## config.mk

```make
export PLATFORM = sky130hd
export DESIGN_NAME = bscr_top
export DESIGN_NICKNAME = d
export VERILOG_FILES = /design/src/hdl/bscr_sync.v /design/src/hdl/bscr_top.v
export VERILOG_INCLUDE_DIRS = /design/src /design/src/hdl
export SDC_FILE = /design/constraint.sdc
export NUM_CORES = 1
export LEC_CHECK = 0
export BUFFER_PORTS_ARGS = -buffer_cell sky130_fd_sc_hd__buf_2
export CAP_MARGIN = 20
export CORE_MARGIN = 4
export CORE_UTILIZATION = 45
export DETAILED_ROUTE_END_ITERATION = 7
export GPL_TIMING_DRIVEN = 0
export PLACE_DENSITY = 0.68
export RECOVER_POWER = 25
export SKIP_CTS_REPAIR_TIMING = 1
export SKIP_LAST_GASP = 1
export SLEW_MARGIN = 30
export SYNTH_ARGS = -nofsm -noshare
export SYNTH_HDL_FRONTEND = slang
export SYNTH_SLANG_ARGS = --single-unit
```

## constraint.sdc

```tcl
create_clock -name clock -period 2.8 [get_ports clock]
set_input_delay 0.56 -clock clock [delete_from_list [all_inputs] [get_ports clock]]
set_output_delay 0.56 -clock clock [all_outputs]
set_load 0.03 [all_outputs]
```

## src/hdl/bscr_defines.vh

```
// bscr_defines.vh: constants for the banked serial control register
// assumes: included by bare name from the design files under hdl/
`ifndef BSCR_DEFINES_VH
`define BSCR_DEFINES_VH

`define BSCR_FRAME_BITS    13
`define BSCR_DATA_BITS     11
`define BSCR_ADDR_BITS     2
`define BSCR_BANK_COUNT    4
// bank addresses, bit 0 is lsb
`define BSCR_BANK_FILT     2'h0
`define BSCR_BANK_SYNTH    2'h1
`define BSCR_BANK_POWER    2'h2
`define BSCR_BANK_MISC     2'h3
// power-on values, latch bit n holds frame position n+2
`define BSCR_POR_FILT      11'h0ef
`define BSCR_POR_SYNTH     11'h041
`define BSCR_POR_POWER     11'h00f
`define BSCR_POR_MISC      11'h7b8
`define BSCR_SYNC_STAGES   2

`endif

```

## src/hdl/bscr_sync.v

```verilog
// bscr_sync.v: two-flop synchroniser for one asynchronous level
// assumes: clock is the local clock, rst_n already synchronous-released
`timescale 1ns/1ps
module bscr_sync (
   input  wire clock,
   input  wire rst_n,
   input  wire async_in,
   output reg  sync_out
);
   reg stage1;

   // first stage feeds only the second stage
   always @(posedge clock or negedge rst_n) begin
      if (!rst_n) begin
         stage1   <= 1'b0;
         sync_out <= 1'b0;
      end else begin
         stage1   <= async_in;
         sync_out <= stage1;
      end
   end
endmodule

```

## src/hdl/bscr_top.v

```verilog
// bscr_top.v: serial control register, 13-bit frame shifted on a link clock
//   into four banks of 11 latches, with a daisy-chain serial output
// assumes: link pins are asynchronous to clock (250 MHz) and are sampled;
//   link clock much slower than clock (84 ns or 204 ns period in the bench)
// How it works
// - thirteen stage shift register, data plus address
// - four banks of eleven latches each
// - shift data on link rising edge while low
// - select rising edge copies data into addressed bank
// - shift register frozen while select is high
// - positions two-twelve data, zero-one bank address
// - banks preset at power-up and sleep exit
// - outgoing shift bit drives chained serial output
// - shift stages unreset, output valid after thirteen
// - address bit zero lsb, bit one msb
// - bank zero: cutoff, equalizer, servo enable
// - bank one: feedback and input dividers
// - bank two: power downs, synth enable, delay
// - both address bits high select bank three
// - bank two: strobe sign, magnitude, pump gain
`timescale 1ns/1ps
`include "bscr_defines.vh"
module bscr_top #(
   parameter FRAME_BITS = `BSCR_FRAME_BITS,
   parameter DATA_BITS  = `BSCR_DATA_BITS
) (
   input  wire                 clock,
   input  wire                 arst_n,
   input  wire                 serial_cfg_clk,
   input  wire                 serial_cfg_in,
   input  wire                 latch_shift_select,
   input  wire                 sleep_n,
   input  wire                 idle_servo,
   output reg                  serial_cfg_out,
   output reg  [DATA_BITS-1:0] filter_equalizer_bank,
   output reg  [DATA_BITS-1:0] synthesizer_divider_bank,
   output reg  [DATA_BITS-1:0] power_and_delay_bank,
   output reg  [DATA_BITS-1:0] misc_bank,
   output wire [6:0]           cutoff_sel,
   output wire [2:0]           equalizer_sel,
   output wire                 servo_bw_enable,
   output wire [5:0]           synth_feedback_div,
   output wire [4:0]           synth_input_div,
   output wire                 synchronizer_power_off,
   output wire                 synthesizer_power_off,
   output wire                 pulse_detector_power_off,
   output wire                 synth_output_enable_n,
   output wire                 gating_delay_lsb,
   output wire                 strobe_offset_sign,
   output wire [2:0]           strobe_magnitude,
   output wire                 charge_pump_gain_sel
);

   ////////////////////////////////////////////////////////////////////////
   // reset release and input synchronisers

   reg rst_meta;
   reg rst_n;

   // release reset through two flops, assert it at once
   always @(posedge clock or negedge arst_n) begin
      if (!arst_n) begin
         rst_meta <= 1'b0;
         rst_n    <= 1'b0;
      end else begin
         rst_meta <= 1'b1;
         rst_n    <= rst_meta;
      end
   end

   wire clk_s;
   wire data_s;
   wire sel_s;
   wire sleep_n_s;
   wire idle_s;

   bscr_sync u_sync_clk (
      .clock    (clock),
      .rst_n    (rst_n),
      .async_in (serial_cfg_clk),
      .sync_out (clk_s)
   );
   bscr_sync u_sync_data (
      .clock    (clock),
      .rst_n    (rst_n),
      .async_in (serial_cfg_in),
      .sync_out (data_s)
   );
   bscr_sync u_sync_sel (
      .clock    (clock),
      .rst_n    (rst_n),
      .async_in (latch_shift_select),
      .sync_out (sel_s)
   );
   bscr_sync u_sync_sleep (
      .clock    (clock),
      .rst_n    (rst_n),
      .async_in (sleep_n),
      .sync_out (sleep_n_s)
   );
   bscr_sync u_sync_idle (
      .clock    (clock),
      .rst_n    (rst_n),
      .async_in (idle_servo),
      .sync_out (idle_s)
   );

   ////////////////////////////////////////////////////////////////////////
   // edge detection on synchronised levels

   reg clk_d;
   reg sel_d;
   reg sleep_n_d;

   // select delay resets high, but sel_s resets low, so a high select pin still gives one sel_rise after reset release, while preset is set
   always @(posedge clock or negedge rst_n) begin
      if (!rst_n) begin
         clk_d     <= 1'b0;
         sel_d     <= 1'b1;
         sleep_n_d <= 1'b0;
      end else begin
         clk_d     <= clk_s;
         sel_d     <= sel_s;
         sleep_n_d <= sleep_n_s;
      end
   end

   // data and link clock pass equal delay, so data is sampled at its edge
   wire link_rise  = clk_s & ~clk_d;
   wire sel_rise   = sel_s & ~sel_d;
   wire sleep_exit = sleep_n_s & ~sleep_n_d;
   // loading only while sleep is off and idle/servo is low
   wire load_ok    = sleep_n_s & ~idle_s;

   ////////////////////////////////////////////////////////////////////////
   // shift register, deliberately without reset

   reg [FRAME_BITS-1:0] shifter;

   // new bit enters position 0; the bit leaving position 12 is the chain
   // output; unreset contents stay unknown until a full frame is in
   always @(posedge clock) begin
      if (link_rise && !sel_s && load_ok)
         shifter <= {shifter[FRAME_BITS-2:0], data_s};
   end

   // chained output follows the oldest stage
   always @(posedge clock) begin
      serial_cfg_out <= shifter[FRAME_BITS-1];
   end

   ////////////////////////////////////////////////////////////////////////
   // bank decode and latches

   // position 0 is the address lsb, position 1 the msb
   function [1:0] bank_of;
      input [FRAME_BITS-1:0] frame;
      begin
         bank_of = {frame[1], frame[0]};
      end
   endfunction

   wire [1:0]           bank_sel = bank_of(shifter);
   wire [DATA_BITS-1:0] payload  = shifter[FRAME_BITS-1:2];
   wire                 do_latch = sel_rise & load_ok;
   // power-on preset: while asleep, or sleep being left
   wire                 preset   = sleep_exit | ~sleep_n_s;

   // one bank rewritten per latch edge, the others keep their values
   always @(posedge clock or negedge rst_n) begin
      if (!rst_n) begin
         filter_equalizer_bank    <= `BSCR_POR_FILT;
         synthesizer_divider_bank <= `BSCR_POR_SYNTH;
         power_and_delay_bank     <= `BSCR_POR_POWER;
         misc_bank                <= `BSCR_POR_MISC;
      end else if (preset) begin
         filter_equalizer_bank    <= `BSCR_POR_FILT;
         synthesizer_divider_bank <= `BSCR_POR_SYNTH;
         power_and_delay_bank     <= `BSCR_POR_POWER;
         misc_bank                <= `BSCR_POR_MISC;
      end else if (do_latch) begin
         case (bank_sel)
            `BSCR_BANK_FILT:  filter_equalizer_bank    <= payload;
            `BSCR_BANK_SYNTH: synthesizer_divider_bank <= payload;
            `BSCR_BANK_POWER: power_and_delay_bank     <= payload;
            `BSCR_BANK_MISC:  misc_bank                <= payload;
            default:          misc_bank                <= misc_bank;
         endcase
      end
   end

   ////////////////////////////////////////////////////////////////////////
   // field map, latch bit n is frame position n+2

   // bank 0: positions 2..8 cutoff, 9..11 equalizer, 12 servo enable
   assign cutoff_sel      = filter_equalizer_bank[6:0];
   assign equalizer_sel   = filter_equalizer_bank[9:7];
   assign servo_bw_enable = filter_equalizer_bank[10];

   // bank 1: positions 2..7 feedback divider, 8..12 input divider
   assign synth_feedback_div = synthesizer_divider_bank[5:0];
   assign synth_input_div    = synthesizer_divider_bank[10:6];

   // bank 2: power downs, synth enable, delay lsb, strobe and pump gain
   assign synchronizer_power_off   = power_and_delay_bank[0];
   assign synthesizer_power_off    = power_and_delay_bank[1];
   assign pulse_detector_power_off = power_and_delay_bank[2];
   assign synth_output_enable_n    = power_and_delay_bank[3];
   assign gating_delay_lsb         = power_and_delay_bank[4];
   assign strobe_offset_sign       = power_and_delay_bank[6];
   assign strobe_magnitude         = power_and_delay_bank[9:7];
   assign charge_pump_gain_sel     = power_and_delay_bank[10];

endmodule

```

==> impl_results.md <==
* H-tree depth at 3
* GPL Wtd Cong at 0.7812
* Place WS at 1.272 ns
* Layout area overhead at 24.27%
* Fillers at 537
* Slew @ Worst Pin at 0.9135 ns
* Initial antenna violation count at 0
* Clock skew at 0.01283 ns
* Post-synthesis sequential area ratio at 0.6387
* Worst path required time at 2.24 ns
* Post-Place Cell Area at 3531 sq um
* TritonCTS clock tree: built
* Drt wl/cell at 15.22 um
* Via density at 4.995
* Synthesized cell area at 2995 sq um
* Crit path DAT at 1.18 ns
* Clock buffer depth at 2
* Critical path class: reg -> out
* Die Footprint at 8025 sq um
* P_leak at 1.741 nW
* Yosys cell types at 24
* Placed cells at 403
* IO Port Bufs at 83
* Clk pin slew, worst setup/hold paths at 0.08 ns
* Final nets at 345
* First-pass GRT wire length at 10,080 um
* Worst Setup Start Kind: flop
* Maximum net fanout on the critical path at 3
* Final WL at 6392 um
* Drt pass-1 iters at 4
* Starting Density at 0.4664
* Status: complete, no violations
* Most frequent cells in the layout: buf_2 (86), dfrtp_1 (38), buf_4 (35), nand2_1 (34), mux2i_1 (22)
* Final core occ at 0.5796
* Via count at 2,098
* I/O Pins at 84
* Gr usage total at 0.1709
* Max cap viols at 0
* Tcrit/Tclk final at 0.6227
* Finished Cell Area at 3722 sq um
* #FFs+latches synth at 73
* Diode count at 0
* Max Fclk at 0.5735 GHz
* Final hold viol count at 0
* Routed Antenna Nets at 0
* Yosys warns at 0
* Slew Viols, Final at 0
* Syn_nets at 249
* Initial DRC count at 131
* Worst setup margin at 1.056 ns
* HPWL Detailed at 4557 um
* Commonest non-fill, non-tap cell in the layout: buf_2
* Fin cells at 420
* Number of global-route vias before repair at 1,956
* Final setup violation count at 0
* Row cnt at 29
* Peak VDD IR at 0.4401 mV
* Chip Width at 89.59 um
* Worst-skew pair later-pin latency at 0.35 ns
* Average cell area after synthesis at 12.38 sq um
* Total grt overflow at 0
* R2r setup slk at 1.13 ns
* Rel. slew slack at 0.3910
* Min-delay worst type: reg -> async
* PD cells at 533.5 nW/um^2
* Die H at 89.59 um
* Unrepaired setup endpoints after global routing: no
* Num CTS Buffers at 9
* Largest net degree at the start of global routing at 39
* Final worst path period need at 1.744 ns
* DRC Markers at 0
* Root Buffer: clkbuf_8
* Post-Syn Instances at 242
* # clock sinks at 73
* Core Area at 6422 sq um
* Setup TNS at 0 ns
* Share of layout cells above drive strength 1 at 0.4781
* Crit. End Element: primary output
## stage by stage
stage / hold slack, ns / power (mW)
finish: 0.3044 / 1.986
floorplan: 0.2644 / 1.176
CTS: -0.04059 / 2.007
global route: 0.2907 / 2.069
detailed placement: 0.2127 / 1.206
global placement: 0.3317 / 1.200
## registers in the layout, summed over array words and instances (netlist names), 11 cells and up
signal and cells:
filter_equalizer_bank 11, misc_bank 11, power_and_delay_bank 11, shifter 13, synthesizer_divider_bank 11
## layout make-up
type | instances | area [sq um] | area share
Buffer | 44 | 301.5 | 0.08101
Tap cell | 77 | 96.34 | 0.02588
Multi-Input combinational cell | 124 | 777.0 | 0.2087
Clock buffer | 13 | 180.2 | 0.04840
Timing Repair Buffer | 85 | 429.2 | 0.1153
Sequential cell | 73 | 1913 | 0.5139
Inverter | 1 | 3.754 | 0.001008
Clock inverter | 3 | 21.27 | 0.005714
## Yosys cell counts
| library cell | instances | area share |
|---|---|---|
| dfrtp_1 | 38 | 0.32 |
| buf_4 | 35 | 0.088 |
| nand2_1 | 34 | 0.043 |
| mux2i_1 | 22 | 0.074 |
| dfstp_2 | 21 | 0.18 |
| a21oi_1 | 17 | 0.028 |
| a211oi_1 | 16 | 0.040 |
| edfxtp_1 | 13 | 0.13 |
| nand3_1 | 9 | 0.015 |
| nor2_1 | 9 | 0.011 |
| o21ai_0 | 6 | 0.010 |
| clkbuf_1 | 5 | 0.0063 |
| buf_2 | 4 | 0.0067 |
| and2_1 | 3 | 0.0063 |
| and4b_1 | 1 | 0.0033 |
| and4bb_2 | 1 | 0.0042 |
| conb_1 | 1 | 0.0013 |
| dfxtp_1 | 1 | 0.0067 |
| inv_2 | 1 | 0.0013 |
| nand2_2 | 1 | 0.0021 |
| nand4_1 | 1 | 0.0021 |
| nand4bb_4 | 1 | 0.0092 |
| nor2_2 | 1 | 0.0021 |
| nor4b_4 | 1 | 0.0079 |
## per-layer routing
layer  share of wire  track usage
met1            0.43       0.2263
met2            0.50       0.2646
met3           0.052      0.05474
met4           0.015      0.06225
met5               0            0
## cells by family (layout without fill, tap and decap cells)
group,Yosys count,in the layout,synth area share
AOI/OAI and AO/OA,39,39,0.07853
buffers and inverters,45,146,0.1019
DFF,73,73,0.6387
muxes,22,22,0.07352
other,1,1,0.001252
and+or+nand+nor,62,62,0.1061
## final timing paths
path / from / endpoint / depth (start not counted)
max in group asynchronous: rst_n / filter_equalizer_bank[10] / 1
min in group clock: serial_cfg_in / u_sync_data.stage1 / 1
worst max register to register: rst_n / filter_equalizer_bank[10] / 1
worst min register to register: rst_n / power_and_delay_bank[6] / 0
worst min-delay path: rst_n / power_and_delay_bank[6] / 0
worst max-delay path: synthesizer_divider_bank[6] / synthesizer_divider_bank[6] / 2
## critical path, cell delays in order, from the launching register on
cell and delay, ns:
dfstp_2 0.56, buf_4 0.10, buf_2 0.18
## where the power goes
| group | leakage [nW] | internal, mW | switching, mW |
|---|---|---|---|
| registers | 0.845 | 1.10 | 0.0144 |
| clock network | 0.101 | 0.424 | 0.380 |
| logic | 0.795 | 0.0207 | 0.0503 |
(Power assumes the default switching activity.)
